[src/cst_pkg.sv]
/*
 * Package of the cascaded sixteen-bit timer: register offsets, field
 * positions, prescaler taps, modes and the state record of the block.
 * Assumes an APB master with 32-bit data and byte addresses.
 */
package cst_pkg;
	// Register byte offsets on the APB bus.
	localparam logic [7:0] LOWER_CTRL_OFS = 8'h00;
	localparam logic [7:0] UPPER_CTRL_OFS = 8'h04;
	localparam logic [7:0] PERIOD_LO_OFS = 8'h08;
	localparam logic [7:0] PERIOD_HI_OFS = 8'h0C;
	localparam logic [7:0] DUTY_LO_OFS = 8'h10;
	localparam logic [7:0] DUTY_HI_OFS = 8'h14;
	localparam logic [7:0] COUNT_OFS = 8'h18;
	// Field positions in the lower channel control register.
	localparam int TAP_LSB = 0;
	localparam int EXT_CLK_BIT = 2;
	localparam int PRESCALE_SELECT_BIT = 3;
	// Field positions in the upper channel control register.
	localparam int MODE_LSB = 0;
	localparam int RUN_BIT = 3;
	localparam int FLOP_INITIAL_VALUE_BIT = 7;
	// Divider exponents of the four internal taps, prescale select off.
	localparam logic [3:0] TAP0_EXP = 4'hB;
	localparam logic [3:0] TAP1_EXP = 4'h7;
	localparam logic [3:0] TAP2_EXP = 4'h5;
	localparam logic [3:0] TAP3_EXP = 4'h3;
	// Values after reset.
	localparam logic [7:0] CTRL_RESET = 8'h00;
	localparam logic [15:0] COMPARE_RESET = 16'hFFFF;

	typedef enum logic [1:0] {
		CST_TIMER,
		CST_EVENT,
		CST_PWM,
		CST_PPG
	} cst_mode_t;

	typedef struct packed {
		logic [11:0] div;
		logic ev_prev;
		logic [15:0] cnt;
		logic [15:0] period;
		logic [15:0] duty_buf;
		logic [15:0] duty_act;
		logic [7:0] lower_ctrl;
		logic [7:0] upper_ctrl;
		logic flop;
		logic irq;
		logic [31:0] rdata;
	} cst_state_t;
endpackage

[src/cst_timer.sv]
/*
 * Cascaded sixteen-bit timer/counter with APB register access.
 * Assumes the event pin is synchronous to clk_i and APB signals follow
 * the usual setup and access phases.
 */
`timescale 1ns/1ps
// Functional notes
// RULE_01: Timer mode counts taps, clears on period match.
// RULE_02: Software writes period low then high.
// RULE_03: Period register unbuffered in timer/event modes.
// RULE_04: Software keeps flop initial value zero.
// RULE_05: Event mode counts pin falling edges.
// RULE_06: Event pin levels last two machine cycles.
// RULE_07: PWM toggles on duty match and overflow.
// RULE_08: Pulse pins drive inverse of output flop.
// RULE_09: Initial-value bit presets flop; reset clears.
// RULE_10: PWM duty buffered, transferred at interrupt.
// RULE_11: Duty reads return the active shift stage.
// RULE_12: Software writes duty right after interrupt.
// RULE_13: Stopped pin holds; preset only after stop.
// RULE_14: Software stops counter before STOP mode.
// RULE_15: PPG toggles on duty and period match.
// RULE_16: PPG duty and period writes act immediately.
// RULE_17: Software writes PPG registers low then high.
// RULE_18: Software sets port output latch to one.
// RULE_19: Four prescaled taps, prescale select halves each.
// RULE_20: Low byte carries into high byte counter.
module cst_timer (
	input wire logic clk_i,
	input wire logic reset_i,
	input wire logic [7:0] paddr_i,
	input wire logic psel_i,
	input wire logic penable_i,
	input wire logic pwrite_i,
	input wire logic [31:0] pwdata_i,
	output logic [31:0] prdata_o,
	output logic pready_o,
	output logic pslverr_o,
	input wire logic event_input_pin_i,
	output logic pwm_output_pin_o,
	output logic pulse_gen_output_pin_o,
	output logic upper_match_irq_o
);
	cst_pkg::cst_state_t s_r;
	cst_pkg::cst_state_t s_nxt;
	cst_pkg::cst_mode_t mode;
	logic run;
	logic [3:0] tap_exp;
	logic [11:0] tap_mask;
	logic tick;
	logic fall;
	logic cen;
	logic [15:0] cnt_inc;
	logic acc;
	logic wr;
	logic mapped;

	//////////////////////////////////////////////////////////////////////
	// Clock source: free divider taps or the event pin's falling edge.
	always_comb begin
		unique case (s_r.lower_ctrl[cst_pkg::TAP_LSB +: 2])
			2'h0: tap_exp = cst_pkg::TAP0_EXP; // [RULE_19]
			2'h1: tap_exp = cst_pkg::TAP1_EXP;
			2'h2: tap_exp = cst_pkg::TAP2_EXP;
			2'h3: tap_exp = cst_pkg::TAP3_EXP;
		endcase
		tap_exp = tap_exp + {3'h0, s_r.lower_ctrl[cst_pkg::PRESCALE_SELECT_BIT]}; // [RULE_19]
	end
	assign tap_mask = ~(12'hFFF << tap_exp);
	assign tick = (s_r.div & tap_mask) == tap_mask;
	assign fall = s_r.ev_prev & ~event_input_pin_i; // [RULE_05]
	assign mode = cst_pkg::cst_mode_t'(s_r.upper_ctrl[cst_pkg::MODE_LSB +: 2]);
	assign run = s_r.upper_ctrl[cst_pkg::RUN_BIT];
	// Event mode always counts the pin; other modes may pick it instead of a tap.
	assign cen = run & ((mode == cst_pkg::CST_EVENT
		|| s_r.lower_ctrl[cst_pkg::EXT_CLK_BIT]) ? fall : tick);
	assign cnt_inc = s_r.cnt + 16'h0001; // [RULE_20]

	// APB decode; the slave never inserts wait states.
	assign acc = psel_i & penable_i;
	assign wr = acc & pwrite_i;
	assign mapped = paddr_i[1:0] == 2'h0 && paddr_i <= cst_pkg::COUNT_OFS;

	//////////////////////////////////////////////////////////////////////
	// Next state: counting, compare actions, then register writes.
	always_comb begin
		s_nxt = s_r;
		s_nxt.div = s_r.div + 12'h001;
		s_nxt.ev_prev = event_input_pin_i;
		s_nxt.irq = 1'b0;
		if (!run) begin
			s_nxt.cnt = 16'h0000;
		end else if (cen) begin
			unique case (mode)
				cst_pkg::CST_TIMER, cst_pkg::CST_EVENT: begin
					if (cnt_inc == s_r.period) begin // [RULE_01] [RULE_05]
						s_nxt.cnt = 16'h0000;
						s_nxt.irq = 1'b1;
					end else begin
						s_nxt.cnt = cnt_inc;
					end
				end
				cst_pkg::CST_PWM: begin
					if (&s_r.cnt) begin // [RULE_07]
						s_nxt.cnt = 16'h0000;
						s_nxt.flop = ~s_r.flop;
						s_nxt.irq = 1'b1;
						s_nxt.duty_act = s_r.duty_buf; // [RULE_10]
					end else begin
						s_nxt.cnt = cnt_inc;
						if (cnt_inc == s_r.duty_act) begin // [RULE_07]
							s_nxt.flop = ~s_r.flop;
						end
					end
				end
				cst_pkg::CST_PPG: begin
					if (cnt_inc == s_r.period) begin // [RULE_15]
						s_nxt.cnt = 16'h0000;
						s_nxt.flop = ~s_r.flop;
						s_nxt.irq = 1'b1;
					end else begin
						s_nxt.cnt = cnt_inc;
						if (cnt_inc == s_r.duty_act) begin // [RULE_15]
							s_nxt.flop = ~s_r.flop;
						end
					end
				end
			endcase
		end
		// Register writes take effect in the access phase.
		if (wr) begin
			unique case (paddr_i)
				cst_pkg::LOWER_CTRL_OFS: begin
					s_nxt.lower_ctrl = pwdata_i[7:0];
				end
				cst_pkg::UPPER_CTRL_OFS: begin
					s_nxt.upper_ctrl = pwdata_i[7:0];
					// A write while running (including the stopping one) leaves the flop alone.
					if (!run) begin // [RULE_13]
						s_nxt.flop = pwdata_i[cst_pkg::FLOP_INITIAL_VALUE_BIT]; // [RULE_09]
					end
				end
				cst_pkg::PERIOD_LO_OFS: begin
					s_nxt.period[7:0] = pwdata_i[7:0]; // [RULE_03] [RULE_16]
				end
				cst_pkg::PERIOD_HI_OFS: begin
					s_nxt.period[15:8] = pwdata_i[7:0]; // [RULE_03] [RULE_16]
				end
				cst_pkg::DUTY_LO_OFS: begin
					s_nxt.duty_buf[7:0] = pwdata_i[7:0];
				end
				cst_pkg::DUTY_HI_OFS: begin
					s_nxt.duty_buf[15:8] = pwdata_i[7:0];
				end
				default: begin
				end
			endcase
			// Outside a running PWM the duty passes straight to the compare.
			if ((paddr_i == cst_pkg::DUTY_LO_OFS || paddr_i == cst_pkg::DUTY_HI_OFS)
				&& !(run && mode == cst_pkg::CST_PWM)) begin // [RULE_10] [RULE_16]
				s_nxt.duty_act = s_nxt.duty_buf;
			end
		end
		// Read data is captured in the setup phase.
		if (psel_i && !penable_i) begin
			unique case (paddr_i)
				cst_pkg::LOWER_CTRL_OFS: s_nxt.rdata = {24'h000000, s_r.lower_ctrl};
				cst_pkg::UPPER_CTRL_OFS: s_nxt.rdata = {24'h000000, s_r.upper_ctrl};
				cst_pkg::PERIOD_LO_OFS: s_nxt.rdata = {24'h000000, s_r.period[7:0]};
				cst_pkg::PERIOD_HI_OFS: s_nxt.rdata = {24'h000000, s_r.period[15:8]};
				cst_pkg::DUTY_LO_OFS: s_nxt.rdata = {24'h000000, s_r.duty_act[7:0]}; // [RULE_11]
				cst_pkg::DUTY_HI_OFS: s_nxt.rdata = {24'h000000, s_r.duty_act[15:8]}; // [RULE_11]
				cst_pkg::COUNT_OFS: s_nxt.rdata = {16'h0000, s_r.cnt};
				default: s_nxt.rdata = 32'h00000000;
			endcase
		end
	end

	//////////////////////////////////////////////////////////////////////
	// State register; reset clears the output flop.
	always_ff @(posedge clk_i or posedge reset_i) begin
		if (reset_i) begin
			s_r.div <= 12'h000;
			s_r.ev_prev <= 1'b1;
			s_r.cnt <= 16'h0000;
			s_r.period <= cst_pkg::COMPARE_RESET;
			s_r.duty_buf <= cst_pkg::COMPARE_RESET;
			s_r.duty_act <= cst_pkg::COMPARE_RESET;
			s_r.lower_ctrl <= cst_pkg::CTRL_RESET;
			s_r.upper_ctrl <= cst_pkg::CTRL_RESET;
			s_r.flop <= 1'b0; // [RULE_09]
			s_r.irq <= 1'b0;
			s_r.rdata <= 32'h00000000;
		end else begin
			s_r <= s_nxt;
		end
	end

	// Outputs: pins idle high outside their own mode.
	assign prdata_o = s_r.rdata;
	assign pready_o = 1'b1;
	assign pslverr_o = acc & ~mapped;
	assign upper_match_irq_o = s_r.irq;
	assign pwm_output_pin_o = (mode == cst_pkg::CST_PWM) ? ~s_r.flop : 1'b1; // [RULE_08]
	assign pulse_gen_output_pin_o = (mode == cst_pkg::CST_PPG) ? ~s_r.flop : 1'b1; // [RULE_08]
endmodule

[config.mk]
export PLATFORM = sky130hd
export DESIGN_NAME = cst_timer
export DESIGN_NICKNAME = d
export VERILOG_FILES = /design/src/cst_pkg.sv /design/src/cst_timer.sv
export SDC_FILE = /design/constraint.sdc
export NUM_CORES = 1
export LEC_CHECK = 0
export ABC_AREA = 1
export BUFFER_PORTS_ARGS = -buffer_cell sky130_fd_sc_hd__clkbuf_2
export CORE_ASPECT_RATIO = 0.9
export CORE_MARGIN = 1
export CORE_UTILIZATION = 30
export DETAILED_ROUTE_END_ITERATION = 16
export GPL_ROUTABILITY_DRIVEN = 0
export PLACE_DENSITY_LB_ADDON = 0.3
export RECOVER_POWER = 25
export SETUP_SLACK_MARGIN = 0.2
export SLEW_MARGIN = 5
export SYNTH_ARGS = -nofsm -noshare
export SYNTH_HDL_FRONTEND = slang
export SYNTH_SLANG_ARGS = --single-unit
export TNS_END_PERCENT = 50
[constraint.sdc]
create_clock -name clk_i -period 5.5 [get_ports clk_i]
set_input_delay 1.1 -clock clk_i [delete_from_list [all_inputs] [get_ports clk_i]]
set_output_delay 1.1 -clock clk_i [all_outputs]
set_load 0.005 [all_outputs]
==> results of run 1 <==
## registers in the layout, summed over array words and instances (netlist names)
name,count
upper_match_irq_o,1
prdata_o,16
mode,2
s_r,91
run,1
## cell families (layout without fill, tap and decap cells)
logic type	Yosys count	count (layout)	share of synthesized area, %
XOR/XNOR	22	22	3.143
buffers and inverters	172	177	11.58
flip-flops	111	111	41.71
adder cells (fa/ha/maj)	8	8	1.471
AND/OR/NAND/NOR	404	404	25.63
AO/OA/AOI/OAI	185	185	16.36
other	2	17	0.1103
## through the flow
stage                     worst slack [ns]  utilization [%]  cell area, um^2  total power, uW  hold slack, ns
final                                2.036            33.74             7407             1917          0.4819
after global routing                 1.433            33.74             7407             2008          0.4994
after CTS                            2.097            33.75             7408             1927          0.4882
after detailed placement             2.040            32.38             7108             1250          0.4682
after global placement               2.019            32.38             7108             1247          0.4650
after floorplan                      1.550                -             6863             1160          0.4379
## cell usage in the layout, fill, tap and decap left out, types with 3 or more instances in the layout
cell type / netlist / layout
a21oi_1: 29 / 29
buf_4: 33 / 3
clkbuf_16: 0 / 9
clkbuf_2: 0 / 41
conb_1: 2 / 17
dfrtp_1: 62 / 62
dfstp_2: 49 / 49
ha_1: 8 / 8
inv_1: 111 / 110
inv_2: 4 / 4
inv_6: 0 / 3
nand2_1: 253 / 253
nand2_2: 6 / 6
nand3_1: 55 / 55
nand3_2: 3 / 3
nand4_1: 16 / 16
nor2_1: 47 / 47
nor2_2: 5 / 5
nor2_4: 5 / 5
nor3_1: 6 / 6
o211ai_1: 6 / 6
o21a_1: 16 / 16
o21ai_0: 77 / 77
o21ai_1: 12 / 12
o22ai_1: 16 / 16
o31ai_1: 14 / 14
o32ai_1: 8 / 8
o32ai_2: 3 / 3
xnor2_1: 3 / 3
xor2_1: 17 / 17
## cell type report
type / count / area, um^2
sequential: 111 / 2839
timing repair buffer: 44 / 227.7
clock inverter: 7 / 75.07
clock buffer: 9 / 225.2
multi-input combinational: 636 / 3236
tap: 291 / 364.1
inverter: 117 / 440.4
fill: 2324 / 14540
## per-layer routing
layer	GRT usage [%]	part of all wire [%]	vias to the layer above	routed length (um)
li1	-	-	2947	-
met1	26.05	50	2778	9909
met2	25.52	41	237	8031
met3	2.622	6.1	27	1198
met4	6.256	2.6	0	518
met5	0	0	-	0
## power breakdown
| part | switching, uW | leakage [uW] | internal, uW |
|---|---|---|---|
| Combinational | 232 | 0.00184 | 102 |
| Clock | 348 | 0.000148 | 323 |
| Sequential | 50.5 | 0.00134 | 862 |
| Total | 630 | 0.00333 | 1290 |
## critical path, cell delays in order
cell,delay (ns)
clkbuf_2,0.09
clkinvlp_2,2.02
buf_4,0.64
## worst paths after layout
kind	endpoint	cells past startpoint
max	s_r[79]	3
min	prdata_o[8]	2
max reg2reg	s_r[55]	17
min reg2reg	prdata_o[8]	2
max in group clk_i	s_r[55]	17
min in group asynchronous	prdata_o[1]	2
==> results.py, run 1 <==
metrics = {
    "timing": {
        "drv_slew": 81,
        "worst-slew-pin-transition_ns": 3.625,
        "setup_viol": 0,
        "finClkSkew_ns": 0.01198,
        "final-hold-violation-count": 0,
        "finalCriticalPeriod_ns": 3.464,
        "fin_crit_sh_pct": 62.98,
        "fin_tns_setup_ns": 0,
        "rsz0062_at_grt": "no",
        "fmax_ghz": 0.2887,
        "maxSlewHeadroom_pct": -143.0,
    },
    "synth": {
        "yosys.cell_count.top_type": "nand2_1",
        "synth_edf_count": 0,
        "ys_ff_latch": 111,
        "synthTopCellsByArea": "dfrtp_1 23%, dfstp_2 19%, nand2_1 14%",
        "synthCells": 904,
        "synth_warnings": 0,
        "synth_cell_type_count": 44,
        "syn_area_per_cell_um2": 7.529,
        "yosysTopAreaCell": "dfrtp_1",
        "synthArstFlopShare_pct": 100.0,
        "syn_area_um2": 6807,
        "netlist.area_leader.share_pct": 22.79,
        "ys_seq_area_share_pct": 41.71,
        "synth_common_cells": "253 x nand2_1, 111 x inv_1, 77 x o21ai_0",
        "synth_top_flop_cell": "dfrtp_1",
    },
    "clocking": {
        "numCtsBuffers": 9,
        "postCtsResizedCells": 0,
        "cts_root_buf": "clkbuf_16",
        "cts_setup_buffers": 0,
        "clockBufferDepth": 2,
        "cts_num_sinks": 111,
        "clk_latency_ns": 0.37,
        "cts_tree": "done",
        "htree_levels": 3,
        "path_clk_slew_ns": 0.08,
        "ctsHoldBuffers": 0,
    },
    "outcome": {
        "status": "finished, violations left",
        "violations": "capacitance limit, slew limit",
    },
    "worst_setup_path": {
        "critPathLaunchType": "input pin",
        "cp_max_fo": 80,
        "criticalPathCategory": "input pin to async pin",
        "regToRegSetupSlack_ns": 2.04,
        "required_ns": 5.97,
        "crit_arrival_ns": 3.94,
        "endpoint_kind": "async pin",
        "startpoint": "reset_i",
        "r2r-start": "s_r[42]",
    },
    "floorplanning": {
        "rows": 51,
        "core_area_um2": 21950,
        "start_util_pct": 31.01,
        "die_w_um": 160.8,
        "dieArea_um2": 23300,
        "io_pins": 83,
        "fp.dieH_um": 144.9,
    },
    "grt": {
        "overflow": 0,
        "antenna_found_initial": 0,
        "grt.total_usage_pct": 17.52,
        "grt_max_degree": 81,
        "grt_pass1_vias": 5444,
        "grt_pass1_wl_mm": 31.06,
    },
    "routing": {
        "drc": 0,
        "via_count": 5989,
        "wl_per_cell_um": 16.18,
        "ant_nets": 0,
        "wl_mm": 19.66,
        "vias_per_cell": 4.929,
        "drt_iter0_drc": 691,
        "first_pass_iters": 5,
    },
    "place": {
        "dpl.hpwl_mm": 14.82,
        "dp.cells": 1199,
        "port_buffers": 41,
    },
    "cells_and_area": {
        "syn2layout_area_growth_pct": 8.823,
        "n_antenna_cell": 0,
        "fin_nets": 973,
        "final_layout_size_suffix_gt1_share_pct": 15.26,
        "finalNonFillerCells": 1215,
    },
    "flow_run": {
        "maxCapViolCount": 1,
    },
    "power": {
        "p_leak_uw": 0.003330,
        "p_per_area_nw_per_um2": 258.7,
        "irDropWorstVdd_mv": 0.1896,
    },
    "hold_path": {
        "hp-start": "prdata_o[8]",
        "holdCritPathClass": "flip-flop to flip-flop",
    },
}
No activity file was read; power rests on OpenSTA's default activity.
==> inputs of run 2 (changes only) <==
- clock period: 5.5 -> 2.85 ns (I/O delays scaled with it)
==> run 2 against run 1 <==
Effect of this change: clock power grew 92%; largest cell class unchanged; highest routed layer unchanged; largest power group unchanged; sequential share of layout area shrank 1.6 points; non-clock buffer count grew 23; the run still ends with capacitance limit, slew limit left.
==> results.py, run 2 (synthesis results as in run 1) <==
metrics = {
    "worst_setup_path": {
        "cp_max_fo": 16,
        "required_ns": 3.16,
        "regToRegSetupSlack_ns": 0.32,
        "r2r-start": "s_r[42]",
        "rr_endpoint": "s_r[65]",
        "ff2ff_path_depth": 18,
        "criticalPathCategory": "flip-flop to flip-flop",
        "critPathLaunchType": "flip-flop",
        "crit_arrival_ns": 2.83,
        "endpoint_kind": "flip-flop",
    },
    "floorplanning": {
        "start_util_pct": 31.01,
        "dieArea_um2": 23300,
        "core_area_um2": 21950,
        "fp.dieH_um": 144.9,
        "rows": 51,
        "io_pins": 83,
        "die_w_um": 160.8,
    },
    "routing": {
        "drc": 0,
        "wl_per_cell_um": 16.41,
        "first_pass_iters": 5,
        "vias_per_cell": 4.960,
        "via_count": 6146,
        "ant_nets": 0,
        "drt_iter0_drc": 727,
        "wl_mm": 20.33,
    },
    "timing": {
        "layout_setup_ws_ns": 0.3231,
        "fin_tns_setup_ns": 0,
        "maxSlewHeadroom_pct": -2.844,
        "setup_viol": 0,
        "fin_crit_sh_pct": 88.66,
        "drv_slew": 112,
        "whs_ns": 0.2892,
        "rsz0062_at_grt": "no",
        "final-hold-violation-count": 0,
        "worst-slew-pin-transition_ns": 1.543,
        "fmax_ghz": 0.3957,
        "finClkSkew_ns": 0.01010,
        "finalCriticalPeriod_ns": 2.527,
    },
    "place": {
        "dpl.hpwl_mm": 15.00,
        "place_area_um2": 7232,
        "dp.cells": 1212,
        "port_buffers": 41,
        "place_ws_ns": 0.08357,
    },
    "cells_and_area": {
        "largest_reg_flops": 91,
        "final_area_um2": 7732,
        "final_layout_size_suffix_gt1_share_pct": 19.09,
        "layout_commonest_cell": "nand2_1",
        "regMostFlops": "s_r",
        "final_cell_mix": "252 x nand2_1, 108 x inv_1, 75 x o21ai_0, 61 x dfrtp_1, 53 x nand3_1",
        "finalNonFillerCells": 1239,
        "fill_cells": 2333,
        "syn2layout_area_growth_pct": 13.60,
        "fin_nets": 997,
        "n_antenna_cell": 0,
    },
    "power": {
        "irDropWorstVdd_mv": 0.2530,
        "p_leak_uw": 0.003462,
        "p_per_area_nw_per_um2": 489.9,
    },
    "hold_path": {
        "hp-start": "event_input_pin_i",
        "holdCritPathClass": "input pin to flip-flop",
        "whs_path_depth": 1,
        "worstHoldEndpoint": "s_r[114]",
    },
    "outcome": {
        "violations": "capacitance limit, slew limit",
        "status": "finished, violations left",
    },
    "flow_run": {
        "maxCapViolCount": 1,
    },
    "clocking": {
        "htree_levels": 3,
        "cts_num_sinks": 111,
        "clockBufferDepth": 2,
        "cts_tree": "done",
        "ctsHoldBuffers": 0,
        "path_clk_slew_ns": 0.08,
        "cts_root_buf": "clkbuf_16",
        "numCtsBuffers": 9,
        "clk_latency_ns": 0.37,
    },
    "grt": {
        "overflow": 0,
        "grt.total_usage_pct": 17.93,
        "grt_pass1_wl_mm": 31.75,
        "grt_max_degree": 112,
        "antenna_found_initial": 0,
        "grt_pass1_vias": 5586,
    },
}
==> run 2: changes by cell type in the layout (fill, tap and decap cells not counted), sizes merged <==
cell	change
clkbuf	+4
inv	-1
buf	+20
nor2	+1
==> run 2: per-stage QoR <==
stage	util, %	total power (uW)
after global routing	35.23	3958
after detailed placement	32.95	2446
after floorplan	-	2240
final	35.23	3788
after global placement	32.95	2441
after CTS	34.30	3744
==> run 2: power breakdown <==
part	total [uW]	switching (uW)	internal, uW	leakage (uW)
registers	1750	84.4	1660	0.00134
clock network	1290	669	621	0.000143
logic	751	489	261	0.00198
==> run 2: final cells by class <==
| class | count | area (um^2) | area share (%) |
|---|---|---|---|
| multi-input combinational | 637 | 3346 | 43.27 |
| timing repair buffer | 67 | 445.4 | 5.761 |
| inverter | 117 | 447.9 | 5.793 |
| clock buffer | 10 | 229.0 | 2.961 |
| sequential | 111 | 2840 | 36.73 |
| clock inverter | 6 | 60.06 | 0.7767 |
| tap | 291 | 364.1 | 4.709 |
==> run 2: worst max path at each step <==
| stage | from | endpoint | slack [ns] |
|---|---|---|---|
| after global routing | s_r[42] | s_r[65] | 0.11 |
| after CTS | s_r[42] | s_r[61] | 0.20 |
| after floorplan | s_r[42] | s_r[58] | 0.58 |
| final | s_r[42] | s_r[65] | 0.32 |
| after detailed placement | s_r[42] | s_r[61] | 0.08 |
| after global placement | s_r[42] | s_r[61] | 0.14 |
==> run 2: timing repair <==
action	in CTS	in global routing
endpoints found under the setup margin	16	32
gates cloned	0	3
buffers inserted	0	8
resized for setup	3	27
pin swaps	1	7
==> run 2: critical path: stages (launching register included) <==
cell and delay, ns:
dfrtp_1 0.41, inv_2 0.08, ha_1 0.16, inv_2 0.07
ha_4 0.17, xnor2_1 0.15, nand2_1 0.10, nand2_1 0.07
nand3_1 0.07, o21ai_2 0.13, nand3_2 0.15, nand2_1 0.12
nand2_2 0.07, clkinv_4 0.08, nand2_8 0.08, clkbuf_16 0.19
o21ai_0 0.18, o21a_1 0.15, inv_1 0.04
==> run 2: per-layer routing <==
layer  track usage [%]  wire (um)  vias to the layer above
met5                 0          0                        -
met2             26.45       8526                      248
met3             3.448       1353                       28
li1                  -          -                     2990
met1             26.13       9957                     2880
met4             5.859        497                        0
